**config.mk**
```make
export PLATFORM = sky130hd
export DESIGN_NAME = dcpr_regs
export DESIGN_NICKNAME = d
export VERILOG_FILES = /design/src/dcpr_pkg.sv /design/src/dcpr_regs.sv
export SDC_FILE = /design/constraint.sdc
export NUM_CORES = 1
export LEC_CHECK = 0
export ABC_AREA = 1
export CAP_MARGIN = 20
export CORE_UTILIZATION = 50
export CTS_BUF_LIST = sky130_fd_sc_hd__clkbuf_4
export DETAILED_ROUTE_END_ITERATION = 6
export DONT_BUFFER_PORTS = 1
export GPL_TIMING_DRIVEN = 0
export PLACE_DENSITY = 0.68
export SLEW_MARGIN = 25
export SYNTH_ARGS = -nofsm -noshare
export SYNTH_HDL_FRONTEND = slang
export SYNTH_SLANG_ARGS = --single-unit
```
**constraint.sdc**
```tcl
create_clock -name REF_CLK -period 2.06 [get_ports REF_CLK]
set_input_delay 0 -clock REF_CLK [delete_from_list [all_inputs] [get_ports REF_CLK]]
set_output_delay 0 -clock REF_CLK [all_outputs]
set_load 0.02 [all_outputs]
```
**src/dcpr_pkg.sv**
```systemverilog
/*
  Package for the converter configuration slice: register indices, field
  positions, reset values and the packed control type.
  Assumes a 32-bit AXI4-Lite register bus, one aligned word per register.
*/
`default_nettype none
package dcpr_pkg;

  // Register indices; byte address is four times the index
  localparam logic [5:0] DCPR_IDX_FIRST_CFG = 6'h01;
  localparam logic [5:0] DCPR_IDX_CTRL_LOW = 6'h02;
  localparam logic [5:0] DCPR_IDX_SCALE_TX = 6'h03;
  localparam logic [5:0] DCPR_IDX_FAIL_FLAGS = 6'h04;
  localparam logic [5:0] DCPR_IDX_IRQ_STATUS = 6'h10;
  localparam logic [5:0] DCPR_IDX_IRQ_MASK = 6'h11;
  localparam logic [5:0] DCPR_IDX_PATTERN_BASE = 6'h18;

  // Field positions
  localparam int DCPR_BIT_CHECK_ENA = 15;
  localparam int DCPR_BIT_FOUR_WIRE = 7;
  localparam int DCPR_BIT_MIXER_ENA = 6;
  localparam int DCPR_BIT_MIXER_GAIN = 5;
  localparam int DCPR_BIT_NCO_ENA = 4;
  localparam int DCPR_BIT_REVBUS = 3;
  localparam int DCPR_BIT_TWOS = 1;
  localparam int DCPR_BIT_SCALE_LSB = 12;
  localparam int DCPR_BIT_SW_TXEN = 0;
  localparam int DCPR_BIT_IRQ_MISMATCH = 0;

  // Reset values
  localparam logic [15:0] DCPR_RST_SCALE_TX = 16'hF000;
  localparam logic [3:0] DCPR_RST_SCALE = 4'hF;
  localparam logic [7:0] DCPR_RST_CTRL_LOW = 8'h00;

  // Bus answers
  localparam logic [1:0] DCPR_RESP_OKAY = 2'h0;
  localparam logic [1:0] DCPR_RESP_SLVERR = 2'h2;

  typedef struct packed {
    logic four_wire_port_select;
    logic mixer_enable;
    logic mixer_gain_boost;
    logic nco_enable;
    logic bus_reverse;
    logic rsv2;
    logic twos_complement;
    logic rsv0;
  } dcpr_ctrl_low_t;

endpackage
`default_nettype wire

```
**src/dcpr_regs.sv**
```systemverilog
/*
  Configuration register slice of a multi-channel converter: control low
  byte, full-scale/transmit word, sticky pattern failure flags, a pattern
  checker and an interrupt. Assumes an AXI4-Lite master on REF_CLK and
  input samples synchronous to REF_CLK.
*/
// Implementation choice: the AXI4-Lite slave port.
`timescale 1ns/10ps
`default_nettype none

// Notes on behaviour
// - Control bit 7 set selects four-wire configuration port, clear selects three-wire.
// - Mixing stage enabled only while control bit 6 is set; off at reset.
// - Control bit 5 adds 6dB gain after the mixing stage.
// - Bit 4 enables the oscillator; coarse mixing works without it.
// - Control bit 3 reverses captured input bus bit order.
// - Control bit 1 selects two's complement input, else offset binary.
// - Bits 15:12, reset 1111, set full-scale current as code plus one.
// - Output control word at 0x03 resets to 0xF000; bits 11:1 reserved zero.
// - Internal transmit enable is software bit 0 OR the external pin.
// - Failure word meaningful only while pattern checking is enabled.
// - Each failure bit flags the matching input data line; with control bit 3 set, bit n flags line 15-n.
// - Failure word has no reset value; host write clears it.
// - Checker compares captured words with expected pattern words, alarming on mismatch.
module dcpr_regs
  import dcpr_pkg::*;
#(
  parameter int PATTERN_DEPTH = 8,
  parameter int ADDR_W = 8
) (
  // Clock and reset
  input wire logic REF_CLK,
  input wire logic ARST_N,
  // AXI4-Lite write address and data
  input wire logic [ADDR_W-1:0] S_AXI_AWADDR,
  input wire logic [2:0] S_AXI_AWPROT,
  input wire logic S_AXI_AWVALID,
  output logic S_AXI_AWREADY,
  input wire logic [31:0] S_AXI_WDATA,
  input wire logic [3:0] S_AXI_WSTRB,
  input wire logic S_AXI_WVALID,
  output logic S_AXI_WREADY,
  // AXI4-Lite write response
  output logic [1:0] S_AXI_BRESP,
  output logic S_AXI_BVALID,
  input wire logic S_AXI_BREADY,
  // AXI4-Lite read
  input wire logic [ADDR_W-1:0] S_AXI_ARADDR,
  input wire logic [2:0] S_AXI_ARPROT,
  input wire logic S_AXI_ARVALID,
  output logic S_AXI_ARREADY,
  output logic [31:0] S_AXI_RDATA,
  output logic [1:0] S_AXI_RRESP,
  output logic S_AXI_RVALID,
  input wire logic S_AXI_RREADY,
  // Input sample bus
  input wire logic [15:0] DATA_IN,
  input wire logic DATA_VALID,
  // External transmit enable pin
  input wire logic TXENABLE_PIN,
  // Datapath controls
  output logic FOUR_WIRE_PORT_SELECT,
  output logic MIXER_ENABLE,
  output logic MIXER_GAIN_BOOST,
  output logic NCO_ENABLE,
  output logic [3:0] FULL_SCALE_CODE,
  output logic TX_ENABLE,
  // Conditioned sample, offset binary
  output logic [15:0] SAMPLE_OUT,
  output logic SAMPLE_VALID,
  output logic PATTERN_ALARM,
  // Interrupt
  output logic IRQ
);

  localparam int PTR_W = (PATTERN_DEPTH > 1) ? $clog2(PATTERN_DEPTH) : 1;

  initial begin
    if (PATTERN_DEPTH < 1 || PATTERN_DEPTH > 8) begin
      $error("PATTERN_DEPTH must be 1 to 8");
    end
    if (ADDR_W < 8) begin
      $error("ADDR_W must be at least 8");
    end
  end

  // Register state
  dcpr_ctrl_low_t ctrl_q;
  logic [3:0] scale_q;
  logic sw_txen_q;
  logic check_ena_q;
  logic [15:0] flags_q;
  logic [15:0] flags_d;
  logic irq_status_q;
  logic irq_mask_q;
  logic [15:0] pat_q [PATTERN_DEPTH];
  logic [PTR_W-1:0] ptr_q;

  // Bus state
  logic aw_full_q;
  logic w_full_q;
  logic [ADDR_W-1:0] aw_addr_q;
  logic [31:0] w_data_q;
  logic [3:0] w_strb_q;
  logic bvalid_q;
  logic [1:0] bresp_q;
  logic rvalid_q;
  logic [31:0] rdata_q;
  logic [1:0] rresp_q;
  logic awready_q;
  logic wready_q;
  logic arready_q;

  // Handshakes
  wire aw_take = S_AXI_AWVALID & awready_q;
  wire w_take = S_AXI_WVALID & wready_q;
  wire ar_take = S_AXI_ARVALID & arready_q;
  wire do_write = aw_full_q & w_full_q & ~bvalid_q;
  wire b_done = bvalid_q & S_AXI_BREADY;
  wire r_done = rvalid_q & S_AXI_RREADY;

  wire aw_full_d = (aw_full_q | aw_take) & ~do_write;
  wire w_full_d = (w_full_q | w_take) & ~do_write;
  wire bvalid_d = (bvalid_q & ~b_done) | do_write;
  wire rvalid_d = (rvalid_q & ~r_done) | ar_take;

  // Write decode
  wire [5:0] wr_idx = aw_addr_q[7:2];
  wire wr_hi_ok = (aw_addr_q[ADDR_W-1:2] >> 6) == '0;
  wire wr_first = do_write & wr_hi_ok & (wr_idx == DCPR_IDX_FIRST_CFG);
  wire wr_ctrl = do_write & wr_hi_ok & (wr_idx == DCPR_IDX_CTRL_LOW);
  wire wr_scale = do_write & wr_hi_ok & (wr_idx == DCPR_IDX_SCALE_TX);
  wire wr_flags = do_write & wr_hi_ok & (wr_idx == DCPR_IDX_FAIL_FLAGS);
  wire wr_istat = do_write & wr_hi_ok & (wr_idx == DCPR_IDX_IRQ_STATUS);
  wire wr_imask = do_write & wr_hi_ok & (wr_idx == DCPR_IDX_IRQ_MASK);
  wire [5:0] wr_pat_off = wr_idx - DCPR_IDX_PATTERN_BASE;
  wire wr_pat = do_write & wr_hi_ok & (wr_idx >= DCPR_IDX_PATTERN_BASE) &
                (32'(wr_pat_off) < PATTERN_DEPTH);
  wire wr_mapped = wr_first | wr_ctrl | wr_scale | wr_flags | wr_istat | wr_imask | wr_pat;
  wire [15:0] wr_mask16 = {{8{w_strb_q[1]}}, {8{w_strb_q[0]}}};

  // Read decode
  wire [5:0] rd_idx = S_AXI_ARADDR[7:2];
  wire rd_hi_ok = (S_AXI_ARADDR[ADDR_W-1:2] >> 6) == '0;
  wire [5:0] rd_pat_off = rd_idx - DCPR_IDX_PATTERN_BASE;
  wire rd_pat = rd_hi_ok & (rd_idx >= DCPR_IDX_PATTERN_BASE) & (32'(rd_pat_off) < PATTERN_DEPTH);
  wire [PTR_W-1:0] rd_pat_sel = rd_pat_off[PTR_W-1:0];
  wire [15:0] rd_first = 16'(check_ena_q) << DCPR_BIT_CHECK_ENA;
  wire [15:0] rd_ctrl = {8'h00, ctrl_q.four_wire_port_select, ctrl_q.mixer_enable,
                         ctrl_q.mixer_gain_boost, ctrl_q.nco_enable, ctrl_q.bus_reverse,
                         1'b0, ctrl_q.twos_complement, 1'b0};
  wire [15:0] rd_scale = {scale_q, 11'h000, sw_txen_q};
  wire rd_first_hit = rd_hi_ok & (rd_idx == DCPR_IDX_FIRST_CFG);
  wire rd_ctrl_hit = rd_hi_ok & (rd_idx == DCPR_IDX_CTRL_LOW);
  wire rd_scale_hit = rd_hi_ok & (rd_idx == DCPR_IDX_SCALE_TX);
  wire rd_flags_hit = rd_hi_ok & (rd_idx == DCPR_IDX_FAIL_FLAGS);
  wire rd_istat_hit = rd_hi_ok & (rd_idx == DCPR_IDX_IRQ_STATUS);
  wire rd_imask_hit = rd_hi_ok & (rd_idx == DCPR_IDX_IRQ_MASK);
  wire rd_mapped = rd_first_hit | rd_ctrl_hit | rd_scale_hit | rd_flags_hit |
                   rd_istat_hit | rd_imask_hit | rd_pat;
  wire [15:0] rd_val = rd_first_hit ? rd_first :
                       rd_ctrl_hit ? rd_ctrl :
                       rd_scale_hit ? rd_scale :
                       rd_flags_hit ? flags_q :
                       rd_istat_hit ? 16'(irq_status_q) :
                       rd_imask_hit ? 16'(irq_mask_q) :
                       rd_pat ? pat_q[rd_pat_sel] : 16'h0000;

  // bit reversal of the captured bus
  logic [15:0] data_rev;
  genvar gi;
  generate
    for (gi = 0; gi < 16; gi++) begin : g_rev
      assign data_rev[gi] = DATA_IN[15-gi];
    end
  endgenerate
  wire [15:0] data_cap = ctrl_q.bus_reverse ? data_rev : DATA_IN;

  // compare captured word with expected pattern
  wire check_now = check_ena_q & DATA_VALID;
  wire [15:0] mismatch = check_now ? (data_cap ^ pat_q[ptr_q]) : 16'h0000;
  wire any_mismatch = |mismatch;
  wire [PTR_W-1:0] ptr_next = (32'(ptr_q) == PATTERN_DEPTH - 1) ? '0 : PTR_W'(ptr_q + 1'b1);

  // set wins over the host clear
  // bit n follows data line n, or line 15-n while bus reversal is on
  assign flags_d = (flags_q & ~(wr_flags ? (w_data_q[15:0] & wr_mask16) : 16'h0000)) | mismatch;

  // Bus handshake registers
  always_ff @(posedge REF_CLK or negedge ARST_N) begin
    if (!ARST_N) begin
      aw_full_q <= 1'b0;
      w_full_q <= 1'b0;
      bvalid_q <= 1'b0;
      rvalid_q <= 1'b0;
      awready_q <= 1'b0;
      wready_q <= 1'b0;
      arready_q <= 1'b0;
    end else begin
      aw_full_q <= aw_full_d;
      w_full_q <= w_full_d;
      bvalid_q <= bvalid_d;
      rvalid_q <= rvalid_d;
      awready_q <= ~aw_full_d & ~bvalid_d;
      wready_q <= ~w_full_d & ~bvalid_d;
      arready_q <= ~rvalid_d;
    end
  end

  // Bus payload registers
  always_ff @(posedge REF_CLK or negedge ARST_N) begin
    if (!ARST_N) begin
      aw_addr_q <= '0;
      w_data_q <= 32'h00000000;
      w_strb_q <= 4'h0;
      bresp_q <= DCPR_RESP_OKAY;
      rdata_q <= 32'h00000000;
      rresp_q <= DCPR_RESP_OKAY;
    end else begin
      if (aw_take) begin
        aw_addr_q <= S_AXI_AWADDR;
      end
      if (w_take) begin
        w_data_q <= S_AXI_WDATA;
        w_strb_q <= S_AXI_WSTRB;
      end
      if (do_write) begin
        bresp_q <= wr_mapped ? DCPR_RESP_OKAY : DCPR_RESP_SLVERR;
      end
      if (ar_take) begin
        rdata_q <= {16'h0000, rd_val};
        rresp_q <= rd_mapped ? DCPR_RESP_OKAY : DCPR_RESP_SLVERR;
      end
    end
  end

  // Software registers
  always_ff @(posedge REF_CLK or negedge ARST_N) begin
    if (!ARST_N) begin
      ctrl_q <= DCPR_RST_CTRL_LOW;
      scale_q <= DCPR_RST_SCALE_TX[15:12];
      sw_txen_q <= DCPR_RST_SCALE_TX[DCPR_BIT_SW_TXEN];
      check_ena_q <= 1'b0;
      irq_mask_q <= 1'b0;
    end else begin
      if (wr_ctrl & w_strb_q[0]) begin
        ctrl_q <= dcpr_ctrl_low_t'(w_data_q[7:0] & 8'hFA);
      end
      if (wr_scale & w_strb_q[1]) begin
        scale_q <= w_data_q[DCPR_BIT_SCALE_LSB +: 4];
      end
      if (wr_scale & w_strb_q[0]) begin
        sw_txen_q <= w_data_q[DCPR_BIT_SW_TXEN];
      end
      if (wr_first & w_strb_q[1]) begin
        check_ena_q <= w_data_q[DCPR_BIT_CHECK_ENA];
      end
      if (wr_imask & w_strb_q[0]) begin
        irq_mask_q <= w_data_q[DCPR_BIT_IRQ_MISMATCH];
      end
    end
  end

  // Expected pattern words
  generate
    for (gi = 0; gi < PATTERN_DEPTH; gi++) begin : g_pat
      always_ff @(posedge REF_CLK or negedge ARST_N) begin
        if (!ARST_N) begin
          pat_q[gi] <= 16'h0000;
        end else if (wr_pat && (32'(wr_pat_off) == gi)) begin
          pat_q[gi] <= (pat_q[gi] & ~wr_mask16) | (w_data_q[15:0] & wr_mask16);
        end
      end
    end
  endgenerate

  // no reset; cleared only by host write
  // only set while checking is enabled
  always_ff @(posedge REF_CLK) begin
    flags_q <= flags_d;
  end

  // Checker pointer and interrupt status
  always_ff @(posedge REF_CLK or negedge ARST_N) begin
    if (!ARST_N) begin
      ptr_q <= '0;
      irq_status_q <= 1'b0;
    end else begin
      // Restart from the first word whenever checking is off
      if (!check_ena_q) begin
        ptr_q <= '0;
      end else if (DATA_VALID) begin
        ptr_q <= ptr_next;
      end
      irq_status_q <= any_mismatch |
                      (irq_status_q & ~(wr_istat & w_strb_q[0] & w_data_q[DCPR_BIT_IRQ_MISMATCH]));
    end
  end

  // Registered outputs
  always_ff @(posedge REF_CLK or negedge ARST_N) begin
    if (!ARST_N) begin
      FOUR_WIRE_PORT_SELECT <= 1'b0;
      MIXER_ENABLE <= 1'b0;
      MIXER_GAIN_BOOST <= 1'b0;
      NCO_ENABLE <= 1'b0;
      FULL_SCALE_CODE <= DCPR_RST_SCALE;
      TX_ENABLE <= 1'b0;
      SAMPLE_OUT <= 16'h0000;
      SAMPLE_VALID <= 1'b0;
      PATTERN_ALARM <= 1'b0;
      IRQ <= 1'b0;
    end else begin
      FOUR_WIRE_PORT_SELECT <= ctrl_q.four_wire_port_select;
      MIXER_ENABLE <= ctrl_q.mixer_enable;
      MIXER_GAIN_BOOST <= ctrl_q.mixer_gain_boost;
      NCO_ENABLE <= ctrl_q.nco_enable;
      // current proportional to code plus one
      FULL_SCALE_CODE <= scale_q;
      // both low needed to stop output
      TX_ENABLE <= sw_txen_q | TXENABLE_PIN;
      // flip sign bit to reach offset binary
      SAMPLE_OUT <= {data_cap[15] ^ ctrl_q.twos_complement, data_cap[14:0]};
      SAMPLE_VALID <= DATA_VALID;
      PATTERN_ALARM <= any_mismatch;
      IRQ <= (irq_status_q | any_mismatch) & irq_mask_q;
    end
  end

  assign S_AXI_AWREADY = awready_q;
  assign S_AXI_WREADY = wready_q;
  assign S_AXI_BVALID = bvalid_q;
  assign S_AXI_BRESP = bresp_q;
  assign S_AXI_ARREADY = arready_q;
  assign S_AXI_RVALID = rvalid_q;
  assign S_AXI_RDATA = rdata_q;
  assign S_AXI_RRESP = rresp_q;

  // Protection bits carry no meaning here
  wire unused_prot = ^{S_AXI_AWPROT, S_AXI_ARPROT, w_data_q[31:16], w_strb_q[3:2]};

endmodule
`default_nettype wire

```
## Word-level counts from Yosys, hierarchy flattened

Cells that the tools add are included.

- Register bits after elaboration: 242

- Bitwise gates (word level): 85
- Reductions and logical operators: 10
- Eq/ne operators: 21
- Add/subtract/negate cells: 3
- Muxes and demuxes: 21
- Order comparisons: 6

Operators by type and width:

| cell | count |
|---|---|
| $mux 16 | 14 |
| $and 16x16->16 | 10 |
| $or 16x16->16 | 9 |
| $bmux 16 s3 | 2 |
| $eq 6x2->1 const B | 6 |
| $eq 6x3->1 const B | 6 |
| $and 1x1->1 | 32 |
| $not 16->16 | 2 |
| $eq 6x5->1 const B | 4 |
| $or 1x1->1 | 19 |
| $eq 6x1->1 const B | 3 |
| $reduce_or 16->1 | 1 |
| $xor 16x16->16 | 1 |
| $ge 6x5->1 const B | 2 |
| $lt 6x4->1 const B | 2 |
| $sub 6x5->6 const B | 2 |
| $mux 3 | 3 |
| $not 1->1 | 9 |
| $ge 4x4->1 const B | 2 |
| $logic_and 1x1->1 | 8 |
| $not 3->4 | 2 |
| $logic_not 6->1 | 1 |
| $mux 2 | 2 |
| $add 3x1->3 const B | 1 |
| other kinds (3) | 3 |

## Longest topological paths before layout

Gate-level depths: netlist (run 1).

- Depth after elaboration: 12
- Gate-level depth with buffers: 15
- Gate-level depth less buffers: 13

## Worst setup path after synthesis (run 1)

Ideal clock, no wire load.

- Path kind: reg2reg
- From: register aw_addr_q[5]
- To: register (tool-made name)
- Arrival: 1.905 ns
- Data required time: 1.927 ns
- Cell stages (with the launch flop): 10
- Buffers on the path: 2
- Slack: 0.022 ns
- Library setup time: 0.133 ns
- Cells stage by stage: dfrtp_1 -> ha_1 -> nor3b_2 -> inv_2 -> nor4_4 -> buf_8 -> nand3_4 -> buf_6 -> nand2_1 -> o21ai_0

RTL lines:

| what | line | text |
|---|---|---|
| start: declaration | dcpr_regs.sv:102 | `logic [ADDR_W-1:0] aw_addr_q;` |
| start signal: assignment | dcpr_regs.sv:213 | `aw_addr_q <= '0;` |
| start signal: assignment | dcpr_regs.sv:221 | `aw_addr_q <= S_AXI_AWADDR;` |

## Worst setup path in the final report (run 1)

- From: register ptr_q[0]
- To: register irq_status_q

- Word-level cells in the longest chain between the ends: 8

Ends and longest elaborated chain:

| what | line | text |
|---|---|---|
| start: declaration | dcpr_regs.sv:97 | `logic [PTR_W-1:0] ptr_q;` |
| start signal: assignment | dcpr_regs.sv:293 | `ptr_q <= ptr_next;` |
| $not 3->4 (implied by the code) | dcpr_regs.sv:181 | `wire [15:0] mismatch = check_now ? (data_cap ^ pat_q[ptr_q]) : 16'h0000;` |
| $bmux 16 s3 | dcpr_regs.sv:181 |  |
| $mux 16 (implied by the code) (2 in series) | dcpr_regs.sv:181 |  |
| $xor 16x16->16 | dcpr_regs.sv:181 |  |
| $mux 16 | dcpr_regs.sv:181 |  |
| $reduce_or 16->1 | dcpr_regs.sv:182 | `wire any_mismatch = \|mismatch;` |
| $or 1x1->1 | dcpr_regs.sv:295 | `irq_status_q <= any_mismatch \|` |
| end signal: assignment | dcpr_regs.sv:295 |  |
| end: declaration | dcpr_regs.sv:94 | `logic irq_status_q;` |

No other way between the ends. The select of a mux whose other input is x is not followed.
A chain may end at the register's enable or synchronous reset.

==> Flow_metrics.wiki, run 1 <==
{| class="wikitable"
! Metric !! Value
|-
| Grt met2 use || 0.550
|-
| Clock Tree Buf Depth || 3
|-
| Post-route core utilization || 0.699
|-
| Via count of the first global-routing pass || between 10000 and 15000
|-
| Slew at the pin closest to its max-slew limit || 0.955 ns
|-
| Largest net degree at the start of global routing || 223
|-
| Mean area per synthesized cell || ~7.7 µm²
|-
| Netlist area before placement || around 0.012 mm²
|-
| Tcrit/Tclk final || 1.10
|-
| Die outline area || between 0.02 and 0.025 mm²
|-
| Overall routed net length || ~44 mm
|-
| Die Y || 156 µm
|-
| Synth area leaders || sky130_fd_sc_hd__dfrtp_1 45%, sky130_fd_sc_hd__nand2_1 15%, sky130_fd_sc_hd__o21ai_0 9.7%
|-
| Achievable frequency || roughly 0.44 GHz
|-
| Clk sinks || around 240
|-
| Leak || 7.33 nW
|-
| Part of the Yosys area used for sequential elements || 0.497
|-
| Initial antenna violation count || 2
|-
| First-pass GRT wire length || about 66 mm
|-
| Violation count after the first detailed-route iteration || about 1500
|-
| Total Nets Final || between 1500 and 2000
|-
| Met3 Use GR || 0.118
|-
| Class of the tightest hold or removal check || in2async
|-
| Async S/R FF share, synth || 0.933
|-
| CP Capture Type || flip-flop
|-
| Comb pwr share || 0.317
|-
| Gate count after technology mapping || between 1500 and 2000
|-
| Commonest non-fill, non-tap cell in the layout || sky130_fd_sc_hd__nand2_1
|-
| Layout Cell Area excl Fill || between 0.015 and 0.02 mm²
|-
| Sequential share of power || 0.409
|-
| Skew final || about 0.084 ns
|-
| Layer with the highest usage after global routing || met2
|-
| Highest fanout seen on the critical path || 5
|-
| Drt drc || 0
|-
| RSZ-0062 raised after global routing || yes
|-
| Net Sw Frac || 0.398
|-
| Via Count || approximately 12000
|-
| Worst Setup Start Kind || flip-flop
|-
| Arrival time worst endpoint || roughly 2.8 ns
|-
| Layout cell share with drive strength beyond 1 || 0.257
|-
| Total track usage || 0.361
|-
| Count of synthesis-stage warnings from yosys || 0
|-
| Max rail drop VDD || 0.766 mV
|-
| Run status || complete, but fails checks
|-
| Worst setup path start || ptr_q[0]
|-
| Detail Placement HPWL || between 20 and 30 mm
|-
| Failing checks || negative hold slack, negative setup slack
|-
| Prevailing post-synth register cell || sky130_fd_sc_hd__dfrtp_1
|-
| Total iterations of the first detailed-routing run || 7
|-
| Post-synth top area share || 0.452
|-
| Hold Buf Count CTS || between 80 and 90
|-
| GRT Residual Overflow || 0
|-
| Clk Latency, worst-skew pair || 0.76 ns
|-
| Pins over their slew limit || 0
|-
| Max-cap violations || 0
|-
| Clock slew seen by the registers of the worst setup and hold paths || 0.08 ns
|-
| Internal power consumption || about 9.2 mW
|-
| Count of unique library cells instantiated by Yosys || 36
|-
| Register bit total from synthesis || 238
|-
| CTS HTree Levels || 2
|-
| Die Span X || ~160 µm
|-
| Met1 usage || 0.464
|-
| CTS tree || yes
|-
| Number of buffers added by the clock tree synthesis step || just over 60
|-
| Via/cell ratio || between 5 and 6
|-
| Number of synthesized flops with an enable pin || 0
|-
| # setup viols final || 100
|-
| Final-layout worst hold slack || -1.02 ns
|-
| Area grow syn2layout || 35.2%
|-
| Clock power share || 0.274
|-
| Worst rel slew slack || 0.364
|-
| Cell type with the highest aggregate area in the netlist || sky130_fd_sc_hd__dfrtp_1
|-
| Placeable core area || roughly 0.023 mm²
|-
| Buffer type at the clock tree root || sky130_fd_sc_hd__clkbuf_4
|-
| Min cycle time layout || between 2 and 2.5 ns
|-
| Startpoint of the worst register-to-register path || ptr_q[0]
|-
| Final RePlAce weighted congestion || slightly below 1
|-
| Standard cell area after detailed placement || 0.0123 mm²
|-
| Final-report hold violation count || between 200 and 250
|-
| Starting density of the core || 0.517
|-
| Total power draw || between 15 and 20 mW
|-
| Power Density || around 950 mW/mm²
|-
| Setup WS pre-CTS || -0.812 ns
|-
| Data required, critical path || 2.62 ns
|-
| Crit path kind || reg2reg
|-
| Most used cells in the layout excluding fill and tap cells || 411 x sky130_fd_sc_hd__nand2_1, 213 x sky130_fd_sc_hd__dfrtp_1, 172 x sky130_fd_sc_hd__inv_1
|-
| Average wire per cell in the routed design || about 21 µm
|-
| Switching power of the nets || between 6 and 7 mW
|-
| Number of nets still failing antenna checks after routing || 0
|-
| IO buf count || 0
|-
| Worst Setup Slack, final || -0.213 ns
|-
| Number of cell rows || 55
|-
| Count of boundary I/O pins || 152
|}
[power groups by stage]
stage          combinational, mW  sequential, mW  clock (mW)
2_1_floorplan               2.18            6.14           0
3_3_place_gp                3.15            6.24           0
3_5_place_dp                3.23            6.26           0
4_1_cts                     4.22            6.21        4.22
5_1_grt                     5.17            6.34        4.44
6_report                    4.84            6.24        4.19
[cell usage after synthesis (2+ instances only)]
cell type / n
sky130_fd_sc_hd__dfxtp_1: 16
sky130_fd_sc_hd__o2111ai_1: 4
sky130_fd_sc_hd__buf_4: 18
sky130_fd_sc_hd__buf_2: 17
sky130_fd_sc_hd__nor3_1: 10
sky130_fd_sc_hd__ha_1: 4
sky130_fd_sc_hd__buf_1: 8
sky130_fd_sc_hd__clkinv_1: 5
sky130_fd_sc_hd__o31ai_1: 3
sky130_fd_sc_hd__o21ai_1: 8
sky130_fd_sc_hd__or2_2: 2
sky130_fd_sc_hd__clkbuf_1: 46
sky130_fd_sc_hd__nand3_1: 137
sky130_fd_sc_hd__nand4_1: 4
sky130_fd_sc_hd__o22ai_1: 57
sky130_fd_sc_hd__dfrtp_1: 214
sky130_fd_sc_hd__inv_2: 2
sky130_fd_sc_hd__nand3_4: 9
sky130_fd_sc_hd__a21oi_1: 14
sky130_fd_sc_hd__o21ai_0: 230
sky130_fd_sc_hd__a32oi_1: 5
sky130_fd_sc_hd__dfstp_2: 8
sky130_fd_sc_hd__buf_6: 9
sky130_fd_sc_hd__nand2_1: 470
sky130_fd_sc_hd__inv_1: 175
sky130_fd_sc_hd__nor2_1: 50
[stage by stage]
stage / TNS (ns) / instances
after floorplan: 0 / 1552
after global placement: -37.39 / 1865
after detailed placement: -45.57 / 1865
after CTS: -0.674 / 2106
after global routing: -19.07 / 2120
final: -4.48 / 2120
[kinds of logic after synthesis]
| kind of cell | Yosys count | share of synthesized area |
|---|---|---|
| simple gates | 685 | 0.247 |
| flops | 238 | 0.497 |
| compound gates | 325 | 0.148 |
| buf+inv | 281 | 0.103 |
| other cells | 1 | 0.000317 |
| xor+xnor | 1 | 0.000739 |
| fa+ha+maj | 4 | 0.00422 |
[layer usage]
metal  part of all wire  up-vias
met5                  0        -
met4              0.054        0
met3               0.13      200
met2               0.44      895
met1               0.38     5747
li1                   -     5489
[what timing repair did]
action                                 CTS  global route
endpoints found under the hold margin  308           222
setup endpoints to repair              143           154
pin swaps                               22            11
gates cloned                            17             5
resized for setup                      246           278
buffers inserted                        34            10
[critical path, cell delays in order, from the launching register on]
cell	delay, ns
sky130_fd_sc_hd__dfrtp_2	0.48
sky130_fd_sc_hd__buf_12	0.18
sky130_fd_sc_hd__clkinv_4	0.09
sky130_fd_sc_hd__clkbuf_8	0.17
sky130_fd_sc_hd__nand2_1	0.06
sky130_fd_sc_hd__nand3_1	0.11
sky130_fd_sc_hd__nand3_2	0.16
sky130_fd_sc_hd__nand2_2	0.11
sky130_fd_sc_hd__nand2_1	0.06
sky130_fd_sc_hd__nand3_2	0.10
sky130_fd_sc_hd__nand2_1	0.07
sky130_fd_sc_hd__nor2_2	0.09
sky130_fd_sc_hd__nand2_2	0.07
sky130_fd_sc_hd__nor2_4	0.20
sky130_fd_sc_hd__o21ai_1	0.10
[area by class of cell]
cell class,count,area [µm²]
Sequential cell,238,5890
Antenna cell,1,2.50
Clock buffer,96,721
Inverter,182,702
Timing Repair Buffer,151,1600
Multi-Input combinational cell,1033,5760
Timing Repair inverter,1,8.76
Buffer,96,877
Tap cell,313,392
Fill cell,1785,6900
Clock inverter,9,65.1
[path summary, 6_finish.rpt]
| kind | depth (start not counted) | to | slack (ns) |
|---|---|---|---|
| min in group REF_CLK | 6 | S_AXI_RDATA[0] | -0.04 |
| max reg2reg | 14 | irq_status_q | -0.21 |
| min | 0 | async pin | -1.02 |
| max | 14 | irq_status_q | -0.21 |
| min reg2reg | 0 | FULL_SCALE_CODE[1] | 0.38 |
| max in group asynchronous | 0 | scale_q[2] | 2.73 |
Note: power is estimated with default switching activity, not from simulation.
==> run 2, diff against run 1 <==
SKIP_LAST_GASP = 1   (was unset)
==> Flow_metrics.wiki, run 2 (synthesis gave the netlist of run 1 again) <==
{| class="wikitable"
! Metric !! Value
|-
| Class of the tightest hold or removal check || in2async
|-
| Total iterations of the first detailed-routing run || 6 (-1)
|-
| Placed Cells || 1865 (unchanged)
|-
| Crit path kind || reg2reg
|-
| Placeable core area || 0.0229 mm² (unchanged)
|-
| Data required, critical path || 2.64 ns (+0.02 ns)
|-
| Final-layout worst hold slack || -1.03 ns (-0.0124 ns)
|-
| Max-cap violations || 0 (unchanged)
|-
| Skew final || 0.108 ns (+0.0240 ns)
|-
| Net Sw Frac || 0.398 (about the same)
|-
| Final-report hold violation count || 223 (unchanged)
|-
| FF-to-FF path depth || 13 (-1)
|-
| Hold Buf Count CTS || 89 (+1.1%)
|-
| Most common cell type on the critical path || sky130_fd_sc_hd__nand2_1
|-
| Clock Tree Buf Depth || 3 (unchanged)
|-
| Die Span X || 156 µm (unchanged)
|-
| Number of buffers added by the clock tree synthesis step || 61 (unchanged)
|-
| Worst rel slew slack || 0.376 (+0.0120)
|-
| Power Density || 955 mW/mm² (about the same)
|-
| Largest net degree at the start of global routing || 223 (unchanged)
|-
| Number of nets still failing antenna checks after routing || 0 (unchanged)
|-
| Min cycle time layout || 2.26 ns (-0.0153 ns)
|-
| Run status || complete, but fails checks
|-
| Reg2reg setup slack || -0.20 ns (+0.02 ns)
|-
| Detail Placement HPWL || 27.6 mm (unchanged)
|-
| Slew at the pin closest to its max-slew limit || 0.925 ns (-0.0297 ns)
|-
| Via count of the first global-routing pass || 11500 (-0.14%)
|-
| Total track usage || 0.362 (+0.000426)
|-
| Tcrit/Tclk final || 1.10 (-0.00742)
|-
| Area grow syn2layout || 35.3%
|-
| RSZ-0062 raised after global routing || yes
|-
| First-pass GRT wire length || 65.7 mm (+0.14%)
|-
| Failing checks || negative hold slack, negative setup slack
|-
| Slowest Stage Delay on Critical Path || 0.40 ns (-0.08 ns)
|-
| Max rail drop VDD || 0.853 mV (+11%)
|-
| Clk Latency, worst-skew pair || 0.79 ns (+0.03 ns)
|-
| GRT Residual Overflow || 0 (unchanged)
|-
| Met3 Use GR || 0.119 (+0.00111)
|-
| IO buf count || 0 (unchanged)
|-
| Buffer type at the clock tree root || sky130_fd_sc_hd__clkbuf_4
|-
| Sequential share of power || 0.408 (about the same)
|-
| Layout cell share with drive strength beyond 1 || 0.249 (-0.00747)
|-
| Drt drc || 0 (unchanged)
|-
| Worst-path cell chain || buf_6 > buf_4 > clkbuf_4 > nand3_1 > nand3_2 > nand2_1 > nand2_1 > nand3_2 > nand2_2 > nor2_1 > nand2_1 > nor2_4 > o21ai_1
|-
| Arrival time worst endpoint || 2.84 ns (about the same)
|-
| Switching power of the nets || 6.09 mW (+0.15%)
|-
| Via/cell ratio || 5.77 (-0.84%)
|-
| Most used cells in the layout excluding fill and tap cells || 414 x sky130_fd_sc_hd__nand2_1, 213 x sky130_fd_sc_hd__dfrtp_1, 172 x sky130_fd_sc_hd__inv_1
|-
| Worst Setup Slack, final || -0.198 ns (+0.0153 ns)
|-
| Met1 usage || 0.465 (+0.00109)
|-
| Worst Setup Start Kind || flip-flop
|-
| # setup viols final || 86 (-14%)
|-
| Total Nets Final || 1857 (+0.32%)
|-
| Overall routed net length || 44.4 mm (+0.23%)
|-
| Die Y || 156 µm (unchanged)
|-
| CTS HTree Levels || 2 (unchanged)
|-
| Pins over their slew limit || 0 (unchanged)
|-
| CTS tree || yes
|-
| Filler-free cell count of the finished design || 2127 (+0.33%)
|-
| Achievable frequency || 0.443 GHz (+0.68%)
|-
| Clk sinks || 238 (unchanged)
|-
| Highest fanout seen on the critical path || 10 (+5)
|-
| Setup TNS || -3.71 ns (+0.764 ns)
|-
| Terminus of the critical flop-to-flop path || irq_status_q
|-
| Starting density of the core || 0.517 (unchanged)
|-
| Initial antenna violation count || 2 (unchanged)
|-
| Final RePlAce weighted congestion || 0.968 (unchanged)
|-
| Startpoint of the worst register-to-register path || ptr_q[1]
|-
| Average wire per cell in the routed design || 20.9 µm (-0.10%)
|-
| Commonest non-fill, non-tap cell in the layout || sky130_fd_sc_hd__nand2_1
|-
| Internal power consumption || 9.22 mW (+0.19%)
|-
| Count of boundary I/O pins || 152 (unchanged)
|-
| Total power draw || 15.3 mW (+0.17%)
|-
| CP Capture Type || flip-flop
|-
| Layer with the highest usage after global routing || met2
|-
| Setup WS pre-CTS || -0.812 ns (unchanged)
|-
| Clock power share || 0.276 (+0.002)
|-
| Grt met2 use || 0.548 (-0.00191)
|-
| Violation count after the first detailed-route iteration || 1339 (-9.6%)
|-
| Cell type of the slowest stage on the worst timing path || sky130_fd_sc_hd__dfrtp_1
|-
| Clock slew seen by the registers of the worst setup and hold paths || 0.07 ns (about the same)
|-
| Via Count || 12300 (-0.51%)
|-
| Comb pwr share || 0.316 (about the same)
|-
| Die outline area || 0.0243 mm² (unchanged)
|-
| Leak || 7.34 nW (+0.14%)
|-
| Number of cell rows || 55 (unchanged)
|}
## run 2: cell count changes in the layout (fill, tap and decap cells not counted), moves of 2 or more
cell / previous run / this run
sky130_fd_sc_hd__o21ai_2: 74 / 59
sky130_fd_sc_hd__o21ai_0: 103 / 119
sky130_fd_sc_hd__nand3_1: 86 / 84
sky130_fd_sc_hd__buf_4: 46 / 49
sky130_fd_sc_hd__clkbuf_8: 5 / 3
sky130_fd_sc_hd__nor2_4: 5 / 3
sky130_fd_sc_hd__nand2_2: 47 / 43
sky130_fd_sc_hd__buf_8: 6 / 8
sky130_fd_sc_hd__nand2_1: 411 / 414
## run 2: stage by stage
step	util	hold WS (ns)	cell area [µm²]
after floorplan	-	-0.296	11900
after global placement	0.537	-0.285	12300
after detailed placement	0.537	-0.283	12300
after CTS	0.665	-1.06	15200
after global routing	0.699	-1.07	16000
final	0.700	-1.03	16000
## run 2: critical path, delay by kind of cell (launching register included)
| kind | cells | cell delay, ns |
|---|---|---|
| AO/OA/AOI/OAI | 1 | 0.10 |
| flip-flops | 1 | 0.40 |
| buffers and inverters | 3 | 0.52 |
| AND/OR/NAND/NOR | 9 | 1.04 |
## run 2: repair_timing
item                                   4_1_cts  5_1_grt
cloned                                      17        6
setup buffers                               34       15
setup endpoints to repair                  143      154
endpoints found under the hold margin      308      222
pin swaps                                   22       18
gates resized for setup                    240      254
## run 2: cell type report
cell class              count  area (µm²)
flip-flops and latches    238        5890
diodes                      2        5.00
multi-input cells        1033        5700
well taps                 313         392
fillers                  1777        6880
clock buffers              96         721
inverters                 182         702
plain buffers              96         880
clock inverters             9        65.1
repair inverters            1        8.76
repair buffers            157        1670
## run 2: worst max path at each step
stage	from	endpoint	slack, ns
2_1_floorplan	aw_addr_q[5]	flip-flop	0.02
3_3_place_gp	ptr_q[0]	IRQ	-0.85
3_5_place_dp	ptr_q[0]	irq_status_q	-0.81
4_1_cts	ctrl_q[3]	flags_q[1]	-0.06
5_1_grt	ptr_q[0]	irq_status_q	-0.24
6_report	ptr_q[1]	irq_status_q	-0.20
## run 2: routing by layer
layer	vias to the layer above	wire length (µm)
li1	5498	-
met1	5662	16500
met2	894	19100
met3	214	5950
met4	0	2800
met5	-	0
## run 2: power by group through the flow
| stage | logic, mW | clock network, mW | registers [mW] |
|---|---|---|---|
| final | 4.84 | 4.22 | 6.25 |
| after floorplan | 2.18 | 0 | 6.14 |
| after global placement | 3.15 | 0 | 6.24 |
| after CTS | 4.23 | 4.22 | 6.21 |
| after detailed placement | 3.23 | 0 | 6.26 |
| after global routing | 5.17 | 4.45 | 6.34 |
